### config.mk
export PLATFORM = sky130hd
export DESIGN_NAME = switch_cfg_regs
export DESIGN_NICKNAME = d
export VERILOG_FILES = /design/src/shared/switch_cfg_pkg.sv /design/src/shared/spi_frame_if.sv /design/src/rtl/switch_cfg_regs.sv /design/src/rtl/spi_frame_engine.sv
export SDC_FILE = /design/constraint.sdc
export NUM_CORES = 1
export LEC_CHECK = 0
export BUFFER_PORTS_ARGS = -buffer_cell sky130_fd_sc_hd__buf_4
export CAP_MARGIN = 20
export CORE_UTILIZATION = 40
export CTS_CLUSTER_SIZE = 30
export DETAILED_ROUTE_END_ITERATION = 8
export PLACE_DENSITY = 0.58
export SETUP_SLACK_MARGIN = 0.2
export SYNTH_ARGS = -nofsm -noshare
export SYNTH_HDL_FRONTEND = slang
export SYNTH_SLANG_ARGS = --single-unit
export TNS_END_PERCENT = 100
### constraint.sdc
create_clock -name clk -period 2.28 [get_ports clk]
set_clock_uncertainty 0.15 [all_clocks]
set_input_delay 0.456 -clock clk [delete_from_list [all_inputs] [get_ports clk]]
set_output_delay 0.456 -clock clk [all_outputs]
set_load 0.02 [all_outputs]
### src/shared/switch_cfg_pkg.sv
// Overview of operation
// - Debounce bit clear: sleep polling decides change by voltage-difference comparison.
// - Debounce bit set: hold polling current 1.2 ms more, judge final voltage.
// - Register 0x1a holds eight programmable-input debounce enables, bits 7..0, reset zero.
// - Register 0x1b holds fourteen ground-switch debounce enables, bits 13..0, reset zero.
// - Sleep polling mode is entered only by the dedicated entry command.
// - Leaving sleep polling mode keeps every register setting unchanged.
// - Entry command: address 0x1c, write bit set, data zero; write-only.
// - First response after waking reports both flags high plus current pin states.
// - Register 0x1d: channel select bits 5..0, source-current select bit 6, bit 7 unused.
// - Analog channel select resets to no input routed.
// - The input chosen as analog channel reads as 0 in following status responses.
// - Source-current select 0 leaves input high-impedance, 1 applies contact current.
// - Analog channel select updates are accepted at any time in normal mode.
// - Response: fault flag bit 23, change flag bit 22, register data bits 21..0.
// - Select codes: 0 none, 1-14 ground, 15-22 programmable, 23 temperature, 24 battery.
// - Change flag sets on input change or fault, clears once returned.
// - Fault flag sets on any fault, clears only after fault register read.
`default_nettype none

package switch_cfg_pkg;

	// ****************************************************************
	// Frame layout
	// ****************************************************************
	localparam int FRAME_BITS   = 32;
	localparam int ADDR_MSB     = 31;
	localparam int ADDR_LSB     = 25;
	localparam int DIR_BIT      = 24;
	localparam int FAULT_BIT    = 23;
	localparam int CHANGE_BIT   = 22;
	localparam int CHANNELS     = 22;
	localparam int PROG_INPUTS  = 8;
	localparam int GROUND_INPUTS = 14;

	// ****************************************************************
	// Register addresses
	// ****************************************************************
	localparam logic [6:0] ADDR_WAKE_DEB_PROG   = 7'h1a;
	localparam logic [6:0] ADDR_WAKE_DEB_GROUND = 7'h1b;
	localparam logic [6:0] ADDR_ENTER_SLEEP     = 7'h1c;
	localparam logic [6:0] ADDR_ANALOG_MUX      = 7'h1d;
	localparam logic [6:0] ADDR_SWITCH_STATUS   = 7'h1f;
	localparam logic [6:0] ADDR_FAULT_STATUS    = 7'h21;

	// ****************************************************************
	// Fields and reset values
	// ****************************************************************
	localparam int SEL_LSB     = 0;
	localparam int SEL_MSB     = 5;
	localparam int CURRENT_BIT = 6;
	localparam logic [7:0]  WAKE_DEB_PROG_RESET   = 8'h00;
	localparam logic [13:0] WAKE_DEB_GROUND_RESET = 14'h0000;
	localparam logic [5:0]  ANALOG_SEL_RESET      = 6'h00;
	localparam logic        ANALOG_CUR_RESET      = 1'b0;
	localparam logic [23:0] ENTER_SLEEP_DATA      = 24'h000000;
	localparam logic [7:0]  RESPONSE_UPPER        = 8'h00;
	localparam logic [5:0]  SEL_NONE              = 6'h00;

	// ****************************************************************
	// Timing
	// ****************************************************************
	localparam int CLK_MHZ          = 50;
	localparam int EXTEND_TIME_US   = 1200;
	localparam int EXTEND_CYCLES    = EXTEND_TIME_US * CLK_MHZ;

	typedef enum logic [2:0] {
		ST_NORMAL = 3'b001,
		ST_SLEEP  = 3'b010,
		ST_EXTEND = 3'b100
	} power_state_t;

endpackage : switch_cfg_pkg

`default_nettype wire

### src/shared/spi_frame_if.sv
`timescale 1ns/10ps
`default_nettype none

interface spi_frame_if;
	logic        frameStart;
	logic        frameDone;
	logic [31:0] rxWord;
	logic [31:0] txWord;
	logic        misoBit;
	logic        misoOe;

	modport engine (
		output frameStart,
		output frameDone,
		output rxWord,
		output misoBit,
		output misoOe,
		input  txWord
	);

	modport core (
		input  frameStart,
		input  frameDone,
		input  rxWord,
		input  misoBit,
		input  misoOe,
		output txWord
	);
endinterface : spi_frame_if

`default_nettype wire

### src/rtl/switch_cfg_regs.sv
`timescale 1ns/10ps
`default_nettype none

module switch_cfg_regs #(
	parameter int EXTEND_CYCLES = switch_cfg_pkg::EXTEND_CYCLES
) (
	input  wire logic        clk,
	input  wire logic        srst,
	input  wire logic        csN,
	input  wire logic        sclk,
	input  wire logic        mosi,
	output logic             miso,
	output logic             misoOe,
	input  wire logic [21:0] switchPins,
	input  wire logic        faultEvent,
	input  wire logic        wakeRequest,
	input  wire logic        pollStart,
	input  wire logic [21:0] diffChange,
	input  wire logic [21:0] finalLevel,
	output logic             sleepMode,
	output logic [21:0]      sleepPollHold,
	output logic [5:0]       analogChannelSel,
	output logic             analogSourceCurrentSel
);

	localparam int CW = $clog2(EXTEND_CYCLES + 1);

	spi_frame_if link ();

	switch_cfg_pkg::power_state_t state_reg;
	switch_cfg_pkg::power_state_t state_next;

	logic [21:0] swMeta_reg;
	logic [21:0] swSync_reg;
	logic [21:0] swPrev_reg;
	logic [21:0] lastStatus_reg;
	logic [7:0]  debProg_reg;
	logic [13:0] debGround_reg;
	logic [5:0]  analogSel_reg;
	logic        analogCur_reg;
	logic [6:0]  prevAddr_reg;
	logic        faultFlag_reg;
	logic        changeFlag_reg;
	logic        wakeReport_reg;
	logic [31:0] txWord_reg;
	logic [31:0] txWord_next;
	logic [CW-1:0] extendCount_reg;
	logic [21:0] sleepPollHold_reg;
	logic        sleepMode_reg;
	logic [21:0] debMask;
	logic [21:0] statusMasked;
	logic [21:0] readData;
	logic [6:0]  rxAddr;
	logic        rxWrite;
	logic [23:0] rxData;
	logic        fastChange;
	logic        slowChange;
	logic        extendDone;
	logic        wakeNow;
	logic        sleepEntry;

	spi_frame_engine u_engine (
		.clk  (clk),
		.srst (srst),
		.csN  (csN),
		.sclk (sclk),
		.mosi (mosi),
		.link (link.engine)
	);

	// ****************************************************************
	// Frame fields
	// ****************************************************************
	assign rxAddr  = link.rxWord[switch_cfg_pkg::ADDR_MSB:switch_cfg_pkg::ADDR_LSB];
	assign rxWrite = link.rxWord[switch_cfg_pkg::DIR_BIT];
	assign rxData  = link.rxWord[23:0];

	// Status bit order: ground inputs in 13..0, programmable inputs in 21..14.
	assign debMask = {debProg_reg, debGround_reg};

	// ****************************************************************
	// Switch pin synchronisers and normal-mode change detection
	// ****************************************************************
	always_ff @(posedge clk) begin
		if (srst) begin
			swMeta_reg <= 22'h000000;
			swSync_reg <= 22'h000000;
			swPrev_reg <= 22'h000000;
		end else begin
			swMeta_reg <= switchPins;
			swSync_reg <= swMeta_reg;
			swPrev_reg <= swSync_reg;
		end
	end

	// ****************************************************************
	// Configuration registers; only reset and whole write frames touch them.
	// ****************************************************************
	always_ff @(posedge clk) begin
		if (srst) begin
			debProg_reg   <= switch_cfg_pkg::WAKE_DEB_PROG_RESET;
			debGround_reg <= switch_cfg_pkg::WAKE_DEB_GROUND_RESET;
			analogSel_reg <= switch_cfg_pkg::ANALOG_SEL_RESET;
			analogCur_reg <= switch_cfg_pkg::ANALOG_CUR_RESET;
		end else if (link.frameDone && rxWrite) begin
			if (rxAddr == switch_cfg_pkg::ADDR_WAKE_DEB_PROG) begin
				debProg_reg <= rxData[7:0];
			end else if (rxAddr == switch_cfg_pkg::ADDR_WAKE_DEB_GROUND) begin
				debGround_reg <= rxData[13:0];
			end else if (rxAddr == switch_cfg_pkg::ADDR_ANALOG_MUX) begin
				analogSel_reg <= rxData[switch_cfg_pkg::SEL_MSB:switch_cfg_pkg::SEL_LSB];
				analogCur_reg <= rxData[switch_cfg_pkg::CURRENT_BIT];
			end
		end
	end

	// ****************************************************************
	// Address of the last whole frame selects the next response.
	// ****************************************************************
	always_ff @(posedge clk) begin
		if (srst) begin
			prevAddr_reg <= switch_cfg_pkg::ADDR_SWITCH_STATUS;
		end else if (link.frameDone) begin
			prevAddr_reg <= rxAddr;
		end
	end

	// Codes 1 to 22 name status bit code minus one; others touch none.
	always_comb begin
		for (int i = 0; i < switch_cfg_pkg::CHANNELS; i++) begin
			statusMasked[i] = swSync_reg[i] && (analogSel_reg != 6'(i + 1));
		end
	end

	always_comb begin
		if (prevAddr_reg == switch_cfg_pkg::ADDR_WAKE_DEB_PROG) begin
			readData = {14'h0000, debProg_reg};
		end else if (prevAddr_reg == switch_cfg_pkg::ADDR_WAKE_DEB_GROUND) begin
			readData = {8'h00, debGround_reg};
		end else if (prevAddr_reg == switch_cfg_pkg::ADDR_ANALOG_MUX) begin
			readData = {15'h0000, analogCur_reg, analogSel_reg};
		end else if (prevAddr_reg == switch_cfg_pkg::ADDR_SWITCH_STATUS) begin
			readData = statusMasked;
		end else begin
			// The sleep command is write-only and answers with zero data.
			readData = 22'h000000;
		end
	end

	always_comb begin
		if (wakeReport_reg) begin
			txWord_next = {switch_cfg_pkg::RESPONSE_UPPER, 1'b1, 1'b1, statusMasked};
		end else begin
			txWord_next = {switch_cfg_pkg::RESPONSE_UPPER, faultFlag_reg, changeFlag_reg,
				readData};
		end
	end

	always_ff @(posedge clk) begin
		if (srst) begin
			txWord_reg <= 32'h00000000;
		end else begin
			txWord_reg <= txWord_next;
		end
	end

	assign link.txWord = txWord_reg;

	// ****************************************************************
	// Fault and change flags; a set in the clearing cycle wins.
	// ****************************************************************
	always_ff @(posedge clk) begin
		if (srst) begin
			faultFlag_reg <= 1'b1;
		end else if (faultEvent) begin
			faultFlag_reg <= 1'b1;
		end else if (link.frameDone && !rxWrite
				&& (rxAddr == switch_cfg_pkg::ADDR_FAULT_STATUS)) begin
			faultFlag_reg <= 1'b0;
		end
	end

	// The flag is only cleared when the response register carries it in the cycle after the load.
	always_ff @(posedge clk) begin
		if (srst) begin
			changeFlag_reg <= 1'b1;
		end else if (faultEvent || ((swSync_reg != swPrev_reg)
				&& (state_reg == switch_cfg_pkg::ST_NORMAL))) begin
			changeFlag_reg <= 1'b1;
		end else if (link.frameStart && txWord_reg[switch_cfg_pkg::CHANGE_BIT]) begin
			changeFlag_reg <= 1'b0;
		end
	end

	always_ff @(posedge clk) begin
		if (srst) begin
			wakeReport_reg <= 1'b0;
		end else if (wakeNow) begin
			wakeReport_reg <= 1'b1;
		end else if (link.frameStart) begin
			wakeReport_reg <= 1'b0;
		end
	end

	// ****************************************************************
	// Sleep polling state machine
	// ****************************************************************
	assign sleepEntry = link.frameDone && rxWrite
		&& (rxAddr == switch_cfg_pkg::ADDR_ENTER_SLEEP)
		&& (rxData == switch_cfg_pkg::ENTER_SLEEP_DATA)
		&& (state_reg == switch_cfg_pkg::ST_NORMAL);

	assign fastChange = |(diffChange & ~debMask);
	assign extendDone = extendCount_reg == CW'(EXTEND_CYCLES - 1);
	assign slowChange = |((finalLevel ^ lastStatus_reg) & debMask);

	always_comb begin
		state_next = state_reg;
		wakeNow    = 1'b0;
		case (state_reg)
			switch_cfg_pkg::ST_NORMAL: begin
				if (sleepEntry) begin
					state_next = switch_cfg_pkg::ST_SLEEP;
				end
			end
			switch_cfg_pkg::ST_SLEEP: begin
				if (link.frameStart || wakeRequest || (pollStart && fastChange)) begin
					wakeNow    = 1'b1;
					state_next = switch_cfg_pkg::ST_NORMAL;
				end else if (pollStart && (|debMask)) begin
					state_next = switch_cfg_pkg::ST_EXTEND;
				end
			end
			switch_cfg_pkg::ST_EXTEND: begin
				if (link.frameStart || wakeRequest || (extendDone && slowChange)) begin
					wakeNow    = 1'b1;
					state_next = switch_cfg_pkg::ST_NORMAL;
				end else if (extendDone) begin
					state_next = switch_cfg_pkg::ST_SLEEP;
				end
			end
			default: begin
				state_next = switch_cfg_pkg::ST_NORMAL;
			end
		endcase
	end

	// Waking changes state and sets the wake report flag; configuration registers are left as they are.
	always_ff @(posedge clk) begin
		if (srst) begin
			state_reg <= switch_cfg_pkg::ST_NORMAL;
		end else begin
			state_reg <= state_next;
		end
	end

	// Reference levels for debounced channels are the states seen at entry.
	always_ff @(posedge clk) begin
		if (srst) begin
			lastStatus_reg <= 22'h000000;
		end else if (sleepEntry) begin
			lastStatus_reg <= swSync_reg;
		end
	end

	always_ff @(posedge clk) begin
		if (srst) begin
			extendCount_reg <= '0;
		end else if (state_reg == switch_cfg_pkg::ST_EXTEND) begin
			extendCount_reg <= extendCount_reg + CW'(1);
		end else begin
			extendCount_reg <= '0;
		end
	end

	// Polling current is held on only the debounced channels while extending.
	always_ff @(posedge clk) begin
		if (srst) begin
			sleepPollHold_reg <= 22'h000000;
			sleepMode_reg     <= 1'b0;
		end else begin
			sleepPollHold_reg <= (state_next == switch_cfg_pkg::ST_EXTEND) ?
				debMask : 22'h000000;
			sleepMode_reg     <= state_next != switch_cfg_pkg::ST_NORMAL;
		end
	end

	// ****************************************************************
	// Outputs
	// ****************************************************************
	assign miso                   = link.misoBit;
	assign misoOe                 = link.misoOe;
	assign sleepMode              = sleepMode_reg;
	assign sleepPollHold          = sleepPollHold_reg;
	assign analogChannelSel       = analogSel_reg;
	assign analogSourceCurrentSel = analogCur_reg;

endmodule : switch_cfg_regs

`default_nettype wire

### src/rtl/spi_frame_engine.sv
`timescale 1ns/10ps
`default_nettype none

module spi_frame_engine (
	input  wire logic   clk,
	input  wire logic   srst,
	input  wire logic   csN,
	input  wire logic   sclk,
	input  wire logic   mosi,
	spi_frame_if.engine link
);

	logic [2:0] csPipe_reg;
	logic [2:0] sclkPipe_reg;
	logic [1:0] mosiPipe_reg;
	logic [5:0] bitCount_reg;
	logic [31:0] rxShift_reg;
	logic [31:0] txShift_reg;
	logic        frameStart_reg;
	logic        frameDone_reg;
	logic [31:0] rxWord_reg;
	logic        misoBit_reg;
	logic        misoOe_reg;
	logic        csFall;
	logic        csRise;
	logic        sclkRise;
	logic        sclkFall;

	// ****************************************************************
	// Pin synchronisers; bit 0 is the first stage, read only by bit 1.
	// ****************************************************************
	always_ff @(posedge clk) begin
		if (srst) begin
			csPipe_reg   <= 3'h7;
			sclkPipe_reg <= 3'h0;
			mosiPipe_reg <= 2'h0;
		end else begin
			csPipe_reg   <= {csPipe_reg[1:0], csN};
			sclkPipe_reg <= {sclkPipe_reg[1:0], sclk};
			mosiPipe_reg <= {mosiPipe_reg[0], mosi};
		end
	end

	assign csFall   = csPipe_reg[2] & ~csPipe_reg[1];
	assign csRise   = ~csPipe_reg[2] & csPipe_reg[1];
	assign sclkRise = ~csPipe_reg[1] & ~sclkPipe_reg[2] & sclkPipe_reg[1];
	assign sclkFall = ~csPipe_reg[1] & sclkPipe_reg[2] & ~sclkPipe_reg[1];

	// ****************************************************************
	// Receive: sample on rising clock, accept only whole frames.
	// ****************************************************************
	always_ff @(posedge clk) begin
		if (srst) begin
			bitCount_reg   <= 6'h00;
			rxShift_reg    <= 32'h00000000;
			rxWord_reg     <= 32'h00000000;
			frameDone_reg  <= 1'b0;
			frameStart_reg <= 1'b0;
		end else begin
			frameStart_reg <= csFall;
			frameDone_reg  <= csRise && (bitCount_reg == 6'(switch_cfg_pkg::FRAME_BITS));
			if (csRise && (bitCount_reg == 6'(switch_cfg_pkg::FRAME_BITS))) begin
				rxWord_reg <= rxShift_reg;
			end
			if (csFall) begin
				bitCount_reg <= 6'h00;
			end else if (sclkRise && (bitCount_reg != 6'h3f)) begin
				rxShift_reg  <= {rxShift_reg[30:0], mosiPipe_reg[1]};
				bitCount_reg <= bitCount_reg + 6'h01;
			end
		end
	end

	// ****************************************************************
	// Transmit: most significant bit at select, next bit on falling clock.
	// ****************************************************************
	always_ff @(posedge clk) begin
		if (srst) begin
			txShift_reg <= 32'h00000000;
			misoBit_reg <= 1'b0;
			misoOe_reg  <= 1'b0;
		end else begin
			misoOe_reg <= ~csPipe_reg[1];
			if (csFall) begin
				misoBit_reg <= link.txWord[31];
				txShift_reg <= {link.txWord[30:0], 1'b0};
			end else if (sclkFall) begin
				misoBit_reg <= txShift_reg[31];
				txShift_reg <= {txShift_reg[30:0], 1'b0};
			end
		end
	end

	assign link.frameStart = frameStart_reg;
	assign link.frameDone  = frameDone_reg;
	assign link.rxWord     = rxWord_reg;
	assign link.misoBit    = misoBit_reg;
	assign link.misoOe     = misoOe_reg;

endmodule : spi_frame_engine

`default_nettype wire

Word-level counts from Yosys, hierarchy flattened
Cells that the tools add are included.
Operators by class
  add/sub/neg operators: 2
  equality and inequality tests: 40
  muxes and demuxes: 20
  bitwise operators: 19
  reductions and logical operators: 55
Operators with widths (number)
  $mux W22: 4
  $reduce_or A22 Y1: 3
  $mux W32: 2
  $eq A7 B5 Y1 const B: 8
  $ne A6 B4 Y1 const B: 8
  $and A22 B22 Y22: 2
  $ne A6 B5 Y1 const B: 7
  $logic_and A1 B1 Y1: 35
  $logic_not A24 Y1: 1
  $mux W24: 1
  $ne A6 B3 Y1 const B: 4
  $ne A22 B22 Y1: 1
  $not A22 Y22: 1
  $xor A22 B22 Y22: 1
  $add A16 B1 Y16 const B: 1
  $eq A16 B16 Y1 const B: 1
  $mux W3: 5
  $ne A6 B2 Y1 const B: 2
  $reduce_or A2 Y1: 5
  $not A1 Y1: 9
  $pmux W3 S3: 1
  $eq A7 B6 Y1 const B: 1
  $add A6 B1 Y6 const B: 1
  $and A1 B1 Y1: 6
  other kinds (15): 26
Storage, ports and cells
  bits in registers: 314
  logic and storage cells: 164

Logic depth before layout (Yosys ltp)
Gate-level depths: netlist of run 1.
  depth after elaboration: 10
  depth in mapped cells: 9
  mapped depth without buffers: 7

Hierarchy
Synthesis of run 1 repeated with hierarchy kept, for this count alone.
Unflattened totals
  cells, all modules: 1298
  area total of the unflattened synthesis: 11737.5 um2
Modules (own cells, without submodules)
  switch_cfg_regs: times used 1, cells an instance 810, area an instance 7485.9 um2
  spi_frame_engine: times used 1, cells an instance 488, area an instance 4251.6 um2

Worst setup path before layout of run 1
No wires, ideal clock.
  kind: input-to-reg
  start point: in diffChange[20]
  end point: reg sleepPollHold_reg[21], in the netlist sleepPollHold[21]
  library setup time: 57 ps
  arrival: 1765 ps
  required time: 2073 ps
  slack: 308 ps
  stages: 7
  path through: nor2b_1 > a2111oi_2 > o2111ai_1 > nand4bb_1 > a21oi_2 > buf_6 > and2_4
Between the ends
  word-level cells in the longest chain between the ends: 9
RTL lines
  from (decl): RTL line switch_cfg_regs.sv:18  | input wire logic [21:0] diffChange,
  $and A22 B22 Y22: RTL line switch_cfg_regs.sv:213  | assign fastChange = |(diffChange & ~debMask);
  $reduce_or A22 Y1: RTL line switch_cfg_regs.sv:213
  $logic_and A1 B1 Y1: RTL line switch_cfg_regs.sv:227  | if (link.frameStart || wakeRequest || (pollStart && fastChange)) begin
  $logic_or A1 B1 Y1: RTL line switch_cfg_regs.sv:227
  $mux W3: RTL line switch_cfg_regs.sv:227
  $pmux W3 S3: RTL line switch_cfg_regs.sv:220  | case (state_reg)
  $eq A3 B3 Y1: RTL line switch_cfg_regs.sv:282  | sleepPollHold_reg <= (state_next == switch_cfg_pkg::ST_EXTEND) ?
  $not A1 Y1 (no line)
  $reduce_or A2 Y1 (no line)
  to (signal assigned): RTL line switch_cfg_regs.sv:282
  to (decl): RTL line switch_cfg_regs.sv:48  | logic [21:0] sleepPollHold_reg;
No other way between the ends.
A chain may end at the register's enable or synchronous reset.

Worst setup path after layout of run 1
  start point: reg u_engine.rxWord_reg[2], in the netlist u_engine.link.rxWord[2]
  end point: reg lastStatus_reg[8]
Between the ends
  word-level cells in the longest chain between the ends: 3
RTL lines
  from (decl): RTL line spi_frame_engine.sv:21  | logic [31:0] rxWord_reg;
  from (signal assigned): RTL line spi_frame_engine.sv:63  | rxWord_reg <= rxShift_reg;
  $logic_not A24 Y1: RTL line switch_cfg_regs.sv:210  | && (rxData == switch_cfg_pkg::ENTER_SLEEP_DATA)
  $logic_and A1 B1 Y1: RTL line switch_cfg_regs.sv:210
  $logic_and A1 B1 Y1: RTL line switch_cfg_regs.sv:211  | && (state_reg == switch_cfg_pkg::ST_NORMAL);
  to (signal assigned): RTL line switch_cfg_regs.sv:262  | lastStatus_reg <= swSync_reg;
  to (decl): RTL line switch_cfg_regs.sv:36  | logic [21:0] lastStatus_reg;
No other way between the ends.

==> results.py, run 1 <==
metrics = {
    "grt": {
        "grt_max_degree": 95,
        "grt-ovfl-total": 0,
        "grt_first_pass_wirelength_um": 45600,
        "antenna_found_initial": 0,
        "grt_usage_pct": 20.0,
        "grt_pass1_vias": 8372,
    },
    "floorplanning": {
        "die_x_um": 171,
        "core_um2": 27900,
        "row_count": 61,
        "die_area_um2": 29300,
        "start_util_pct": 41.0,
        "die_h_um": 171,
        "num_io_pins": 106,
    },
    "clocking": {
        "clock_latency_ns": 0.50,
        "cts-buffers-inserted": 34,
        "htreeDepth": 2,
        "clkTransAtPathRegs_ns": 0.06,
        "clock-sinks": 306,
        "cts_tree": "yes",
        "cts_setup_buffers": 0,
        "cts_root_buf": "clkbuf_16",
        "clockBufferDepth": 3,
    },
    "timing": {
        "rsz0062_at_grt": "yes",
        "period_share_pct": 96.2,
        "worstMarginPinSlew_ns": 0.473,
        "finalMaxSlewViolations": 0,
        "fin_crit_ns": 2.19,
        "finalSetupViolations": 0,
        "finalSetupTns_ns": 0,
        "hold_violations": 0,
        "timing.fmax_ghz": 0.456,
        "max_slew_margin_pct": 68.0,
    },
    "route": {
        "routed_wirelength_um": 29000,
        "drtAntennaViolNets": 0,
        "vias": 8887,
        "drtIter0Drc": 817,
        "first_pass_iters": 6,
        "viasPerCell": 4.99,
        "drcViolationCount": 0,
        "routedWlPerCell_um": 16.3,
    },
    "placed_design": {
        "hpwl_um": 20600,
        "place.gp.congestion": 0.980,
        "io_buffers": 105,
    },
    "synth": {
        "ys.warnings.count": 0,
        "netlist_instances": 1235,
        "avgSynthCellArea_um2": 9.27,
        "yosys_most_used_dff": "dfxtp_1",
        "synth-seq-cells": 306,
        "synth_cell_types": 61,
        "synthXorXnorAreaFrac_pct": 4.59,
        "muxShareOfSynthArea_pct": 4.98,
        "synth_top_family_by_area": "simple AND/OR/NAND/NOR gates",
        "synth_edf_count": 0,
        "synth-adder-area-share_pct": 0.328,
        "async_flop_share_pct": 0,
        "synth_nets": 1312,
        "synthSimpleGateAreaFrac_pct": 22.5,
        "ys_seq_area_share_pct": 53.5,
        "synth_compound_area_share_pct": 10.8,
        "netlist_area_um2": 11400,
    },
    "critical_path": {
        "critPathCaptureType": "flip-flop",
        "required_ns": 2.49,
        "crit_type": "reg2reg",
        "cp_max_fo": 11,
        "critPathArrivalTime_ns": 2.41,
        "cp-start-kind": "flip-flop",
    },
    "finish": {
        "antennaDiodeCount": 0,
        "drive_above_1_share_pct": 17.4,
        "syn_to_final_growth_pct": 23.8,
        "num-nets-final": 1457,
    },
    "pwr": {
        "p_seq_share_pct": 50.1,
        "ir_drop_v": 0.000396,
        "intPower_uw": 8660,
        "powerDensity_nw_per_um2": 770,
        "power_uw": 10900,
        "p_comb_share_pct": 3.5,
        "p_sw_uw": 2250,
        "p_clk_share_pct": 46.4,
        "p_leak_uw": 0.00570,
        "power.share.switching_pct": 20.7,
    },
    "status": {
        "status": "completed",
    },
    "flow_run": {
        "drv_cap": 0,
    },
    "worst_hold_path": {
        "min_path_type": "in2reg",
    },
}
## through the flow
step | std cells | hold slack (ns) | setup slack, ns | utilization (%) | cell area [um^2]
after floorplan | 1235 | 0.239 | 0.308 | - | 11400
after global placement | 1711 | 0.261 | 0.0223 | 46.3 | 12900
after detailed placement | 1711 | 0.255 | 0.0170 | 46.3 | 12900
after CTS | 1779 | 0.0000767 | 0.152 | 50.5 | 14100
after global routing | 1780 | 0.0109 | 0.0338 | 50.7 | 14200
final | 1780 | 0.0180 | 0.0860 | 50.7 | 14200
## final timing paths
kind | startpoint | end | slack (ns) | depth (start not counted)
max reg2reg | u_engine.link.rxWord[2] | lastStatus_reg[8] | 0.09 | 8
min reg2reg | u_engine.csPipe_reg[0] | u_engine.csPipe_reg[1] | 0.26 | 1
max | u_engine.link.rxWord[2] | lastStatus_reg[8] | 0.09 | 8
min | mosi | u_engine.mosiPipe_reg[0] | 0.02 | 2
## placed cells by master (no fill, tap or decap), types with 14 or more instances in the layout
cell       count
inv_1         19
buf_4        155
xor2_1        50
nand2_1      175
mux2i_1       56
nor2b_1       80
a222oi_1      21
and2_1        24
dfxtp_1      303
o21ai_0       17
clkbuf_16     36
a21oi_1       92
a22oi_1       14
nor2_1       142
nand4_1       14
nor4_1        14
## metal layers
layer	track usage (%)	vias to the layer above	wire length [um]
met5	0	-	0
met4	7.80	0	874
met3	3.34	54	1340
met2	31.4	210	13300
met1	27.4	4149	13500
li1	-	4474	-
## logic make-up (layout without fill, tap and decap cells)
kind of cell               count (synthesis)  in the layout
muxes                                     57             57
and+or+nand+nor                          531            531
xor gates and xnor gates                  60             60
AOI/OAI and AO/OA                        192            192
DFF                                      306            306
adders and majority gates                  3              3
buffers and inverters                     86            253
## synth_stat cells (all sizes together) (7+ instances only)
cell	number	area share [%]
dfxtp	306	54
nand2	176	5.8
nor2	143	4.8
a21oi	94	4.2
nor2b	81	4.4
mux2i	57	5.0
clkbuf	53	1.7
xor2	50	3.8
and2	28	1.6
o21ai	22	0.96
a222oi	21	1.8
inv	19	0.62
nor4	18	1.0
a22oi	14	0.92
nand4	14	0.77
buf	13	0.83
nand2b	13	0.75
nand3	12	0.52
xnor2	10	0.77
or2	9	0.49
a31oi	7	0.38
## power by group through the flow
stage          clock, uW  sequential, uW  combinational, uW
6_report            5060            5460                386
5_1_grt             5450            5470                425
4_1_cts             5210            5460                389
3_5_place_dp           0            5580                375
3_3_place_gp           0            5580                374
2_1_floorplan          0            5560                198
## final cells by class
| class | instances | area (um^2) |
|---|---|---|
| clock buffer | 54 | 1020 |
| clock inverter | 4 | 23.8 |
| fill | 2676 | 13800 |
| inverter | 20 | 75.1 |
| multi-input combinational | 843 | 5010 |
| sequential | 306 | 6130 |
| tap | 378 | 473 |
| timing repair buffer | 175 | 1440 |
## critical path: stages (launching register included)
cell and delay [ns]:
dfxtp_1 0.30, nor4_1 0.27, buf_4 0.15, nand4_1 0.14
nor4_4 0.33, and2_4 0.26, buf_12 0.17, mux2i_2 0.21
nor2_1 0.05
## what timing repair did
action	4_1_cts	5_1_grt
cloned	0	1
setup endpoints to repair	40	59
hold buffers	10	0
resized for setup	4	13
hold endpoints to repair	10	0
pin swaps	3	7
Note: power is estimated with default switching activity, not from simulation.
==> run 2: changes to the inputs <==
Clock period 2.28 ns to 2.4 ns, I/O delays scaled along.
==> results.py, run 2 (synthesis results as in run 1) <==
metrics = {
    "status": {
        "status": "completed",
    },
    "timing": {
        "worstMarginPinSlew_ns": 0.667,
        "max_slew_margin_pct": 55.5,
        "fin_crit_ns": 2.11,
        "period_share_pct": 88.0,
        "finalMaxSlewViolations": 0,
        "hold_violations": 0,
        "finalSetupViolations": 0,
        "timing.fmax_ghz": 0.474,
        "finalSetupTns_ns": 0,
        "rsz0062_at_grt": "yes",
    },
    "placed_design": {
        "io_buffers": 105,
        "place.gp.congestion": 0.958,
        "place_area_um2": 12800,
        "dpl.cell_count": 1693,
        "hpwl_um": 20700,
    },
    "route": {
        "routedWlPerCell_um": 16.6,
        "drtIter0Drc": 731,
        "first_pass_iters": 5,
        "drcViolationCount": 0,
        "drtAntennaViolNets": 0,
        "routed_wirelength_um": 29500,
        "viasPerCell": 5.05,
        "vias": 8950,
    },
    "clocking": {
        "cts_tree": "yes",
        "htreeDepth": 1,
        "clock_latency_ns": 0.58,
        "cts-buffers-inserted": 31,
        "clockBufferDepth": 3,
        "clock-sinks": 306,
        "clkTransAtPathRegs_ns": 0.07,
        "cts_root_buf": "clkbuf_16",
    },
    "finish": {
        "register_area_um2": 6130,
        "syn_to_final_growth_pct": 23.5,
        "post-route-util_pct": 50.6,
        "final_area_um2": 14100,
        "multi_input_area_um2": 5020,
        "stdcell_count": 1773,
        "fill_cells": 2681,
        "drive_above_1_share_pct": 16.5,
        "antennaDiodeCount": 0,
        "num-nets-final": 1451,
        "final_common_cell": "dfxtp_1",
        "layout_common_cells": "dfxtp_1, nand2_1, nor2_1, buf_4, a21oi_1",
    },
    "critical_path": {
        "crit_type": "reg2reg",
        "critPathArrivalTime_ns": 2.41,
        "worst-path-buf-inv": 1,
        "crit_slowest_cell": "or4_1",
        "cp_slowest_stage_delay_ns": 0.58,
        "required_ns": 2.70,
        "cp-start-kind": "flip-flop",
        "critPathCaptureType": "flip-flop",
        "path_delay_family": "simple AND/OR/NAND/NOR gates",
        "path_cells": "or4_1 -> o41ai_2 -> nand4bb_1 -> a21oi_2 -> buf_4 -> and2_1",
        "cp_max_fo": 14,
    },
    "floorplanning": {
        "die_area_um2": 29300,
        "die_x_um": 171,
        "num_io_pins": 106,
        "row_count": 61,
        "core_um2": 27900,
        "die_h_um": 171,
        "start_util_pct": 41.0,
    },
    "grt": {
        "antenna_found_initial": 0,
        "grt_first_pass_wirelength_um": 46200,
        "grt_usage_pct": 20.2,
        "grt_pass1_vias": 8267,
        "grt_max_degree": 141,
        "grt-ovfl-total": 0,
    },
    "pwr": {
        "powerDensity_nw_per_um2": 729,
        "ir_drop_v": 0.000531,
        "p_leak_uw": 0.00567,
    },
    "flow_run": {
        "drv_cap": 0,
    },
    "worst_hold_path": {
        "min_path_type": "in2reg",
    },
}
## run 2: cell types whose count changed in the layout (fill, tap and decap cells not counted), sizes merged
cell         before  now
buf             164  146
dlygate4sd3      10   26
clkbuf           55   48
clkinv            4    6
## run 2: metrics by stage
| stage | setup slack, ns | total power [uW] | hold WS [ns] |
|---|---|---|---|
| global placement | 0.136 | 5650 | 0.258 |
| CTS | 0.230 | 10400 | 0.0677 |
| floorplan | 0.404 | 5470 | 0.239 |
| global route | 0.181 | 10700 | 0.0785 |
| finish | 0.289 | 10300 | 0.0849 |
| detailed placement | 0.0933 | 5650 | 0.254 |
## run 2: final timing paths
kind | from | end | slack, ns | cells past startpoint
hold reg to reg | u_engine.csPipe_reg[0] | u_engine.csPipe_reg[1] | 0.27 | 1
hold / removal | srst | u_engine.link.misoBit | 0.08 | 2
setup reg to reg | debGround_reg[4] | sleepPollHold[16] | 0.29 | 6
setup / recovery | debGround_reg[4] | sleepPollHold[16] | 0.29 | 6
## run 2: layout make-up
class / instances / share of cell area (%)
multi-input combinational: 843 / 35.5
sequential: 306 / 43.4
inverter: 20 / 0.531
tap: 378 / 3.35
clock inverter: 6 / 0.319
clock buffer: 48 / 6.93
timing repair buffer: 172 / 9.98
## run 2: worst reg2reg max path: stages (launching register included)
cell       delay, ns
dfxtp_1         0.36
or4_1           0.58
o41ai_2         0.30
nand4bb_1       0.18
a21oi_2         0.07
buf_4           0.18
and2_1          0.16
## run 2: per-layer routing
metal | global-route usage, % | routed length [um]
met5 | 0 | 0
met2 | 32.0 | 13300
met3 | 3.36 | 1440
met1 | 27.4 | 13600
met4 | 7.92 | 1130
## run 2: timing repair
item	CTS	global route
endpoints found under the hold margin	26	0
resized for setup	1	14
hold buffers	26	0
endpoints found under the setup margin	14	43
setup buffers	0	0
pin swaps	0	1
## run 2: report_power, final
part	switching [uW]	internal, uW	leakage (uW)
clock network	1950	2790	0.000516
registers	43.4	5150	0.00248
logic	185	195	0.00267
total	2170	8130	0.00567
==> run 3: changes to the inputs <==
Settings changed: CELL_PAD_IN_SITES_DETAIL_PLACEMENT set to 1, CELL_PAD_IN_SITES_GLOBAL_PLACEMENT set to 2, CORE_UTILIZATION 40 to 37, PLACE_DENSITY 0.58 to 0.8, SYNTH_HIERARCHICAL set to 1.
==> results.py, run 3 <==
metrics = {
    "critical_path": {
        "crit_start": "u_engine/link.rxWord[0]",
        "r2r-start": "u_engine/link.rxWord[0]",
        "critPathArrivalTime_ns": 2.72,
        "critPathCaptureType": "flip-flop",
        "cp-start-kind": "flip-flop",
        "crit_type": "reg2reg",
        "cp_max_fo": 7,
        "required_ns": 2.69,
    },
    "route": {
        "routed_wirelength_um": 35100,
        "vias": 9667,
        "routedWlPerCell_um": 18.6,
        "drtIter0Drc": 602,
        "drtAntennaViolNets": 0,
        "drcViolationCount": 0,
        "viasPerCell": 5.12,
        "first_pass_iters": 4,
    },
    "finish": {
        "fill_cells": 3497,
        "final_common_cell": "dfxtp_1",
        "drive_above_1_share_pct": 21.9,
        "final_area_um2": 15000,
        "num-nets-final": 1543,
        "syn_to_final_growth_pct": 27.5,
        "register_area_um2": 6150,
        "layout_common_cells": "dfxtp_1, nand2_1, buf_4, nor2_1, nor2b_1",
        "antennaDiodeCount": 0,
        "multi_input_area_um2": 5520,
    },
    "status": {
        "status": "finished with violations",
        "violations": "negative setup slack",
    },
    "clocking": {
        "cts-buffers-inserted": 35,
        "clkTransAtPathRegs_ns": 0.06,
        "clockBufferDepth": 3,
        "clock_latency_ns": 0.52,
        "htreeDepth": 2,
        "cts_tree": "yes",
        "cts_root_buf": "clkbuf_16",
        "clock-sinks": 306,
    },
    "grt": {
        "grt_use_met2_pct": 34.3,
        "grt_busiest_layer": "met2",
        "use_met1_pct": 29.7,
        "antenna_found_initial": 0,
        "grt_use_met3_pct": 3.25,
        "grt_usage_pct": 21.4,
        "grt_max_degree": 157,
        "grt_first_pass_wirelength_um": 55600,
        "grt-ovfl-total": 0,
        "grt_pass1_vias": 10100,
    },
    "pwr": {
        "powerDensity_nw_per_um2": 735,
        "p_leak_uw": 0.00598,
        "ir_drop_v": 0.000453,
    },
    "synth": {
        "yosysTopAreaCell": "dfxtp_1",
        "synth.area.top_cells": "dfxtp_1, nand2_1, nor2b_1",
        "async_flop_share_pct": 0,
        "avgSynthCellArea_um2": 9.04,
        "synth_commonest_cells": "dfxtp_1, nand2_1, nor2_1",
        "ys.warnings.count": 6,
        "netlist_area_um2": 11700,
        "synth_most_common_cell": "dfxtp_1",
        "synth_cell_types": 64,
        "synth.top_cell.area_share_pct": 52.2,
        "yosys_most_used_dff": "dfxtp_1",
        "netlist_instances": 1298,
        "synth_edf_count": 0,
        "ys_seq_area_share_pct": 52.2,
        "synth-seq-cells": 306,
    },
    "timing": {
        "rsz0062_at_grt": "yes",
        "finalMaxSlewViolations": 0,
        "finalSetupTns_ns": -0.170,
        "fin_crit_ns": 2.43,
        "worstMarginPinSlew_ns": 0.768,
        "finalSetupViolations": 10,
        "timing.fmax_ghz": 0.412,
        "max_slew_margin_pct": 48.8,
        "worst_slack_ns": -0.0290,
        "period_share_pct": 101,
        "hold_violations": 0,
    },
    "placed_design": {
        "place.gp.congestion": 0.842,
        "place_area_um2": 13400,
        "io_buffers": 105,
        "detailedPlace.worstSlack_ns": -0.109,
        "hpwl_um": 23400,
    },
    "worst_hold_path": {
        "min_path_type": "in2reg",
        "holdCritStartpoint": "switchPins[3]",
    },
    "floorplanning": {
        "die_x_um": 180,
        "die_area_um2": 32400,
        "die_h_um": 180,
        "row_count": 64,
        "core_um2": 30900,
        "start_util_pct": 38.0,
        "num_io_pins": 106,
    },
    "flow_run": {
        "drv_cap": 0,
    },
}
run 3: cells by family (layout without fill, tap and decap cells):
logic type	count (synthesis)	after routing	share of synthesized area, %
DFF	306	306	52.2
buffers and inverters	90	275	3.48
xor gates and xnor gates	59	59	4.40
muxes	57	57	4.87
AOI/OAI and AO/OA	187	187	10.6
and+or+nand+nor	595	597	24.1
adders and majority gates	3	3	0.320
other	1	8	0.0319
run 3: report_power, final:
part,switching (uW),internal (uW),leakage [uW],total [uW]
logic,224,200,0.00292,424
registers,56.7,5170,0.00249,5220
clock network,2110,3240,0.000560,5360
run 3: layer usage:
layer | wire, um | share of wire [%]
met5 | 0 | 0
met3 | 1420 | 4.0
met2 | 16100 | 46
met4 | 837 | 2.4
met1 | 16700 | 48
run 3: critical path: stages (launching register included):
cell and delay [ns]:
dfxtp_2 0.32, or4_4 0.54, or3_4 0.34, or3_4 0.40, nor2_4 0.21, buf_6 0.18
nand2_2 0.07, a21oi_2 0.14
run 3: worst paths after layout:
path	endpoint	slack, ns	depth (start not counted)
setup / recovery	lastStatus_reg[11]	-0.03	7
hold / removal	swMeta_reg[3]	0.02	2
hold reg to reg	u_engine/csPipe_reg[1]	0.26	1
setup reg to reg	lastStatus_reg[11]	-0.03	7
run 3: cell type report:
class	count	area share (%)
Clock buffer	57	7.08
Inverter	20	0.502
Timing Repair Buffer	192	10.5
Multi-Input combinational cell	911	36.9
Sequential cell	306	41.1
Clock inverter	6	0.652
Tap cell	396	3.31
run 3: what timing repair did:
item	4_1_cts	5_1_grt
setup buffers	0	6
hold endpoints to repair	1	0
resized for setup	31	60
pin swaps	12	9
hold buffers	1	0
gates cloned	2	3
setup endpoints to repair	48	69
run 3: through the flow:
step           utilization (%)  power (uW)  hold slack (ns)  instances
2_1_floorplan                -        5550            0.239       1305
3_3_place_gp              43.3        5740            0.246       1813
3_5_place_dp              43.3        5750            0.247       1813
4_1_cts                   47.3       11100          0.00876       1879
5_1_grt                   48.4       11400           0.0194       1888
6_report                  48.4       11000           0.0194       1888
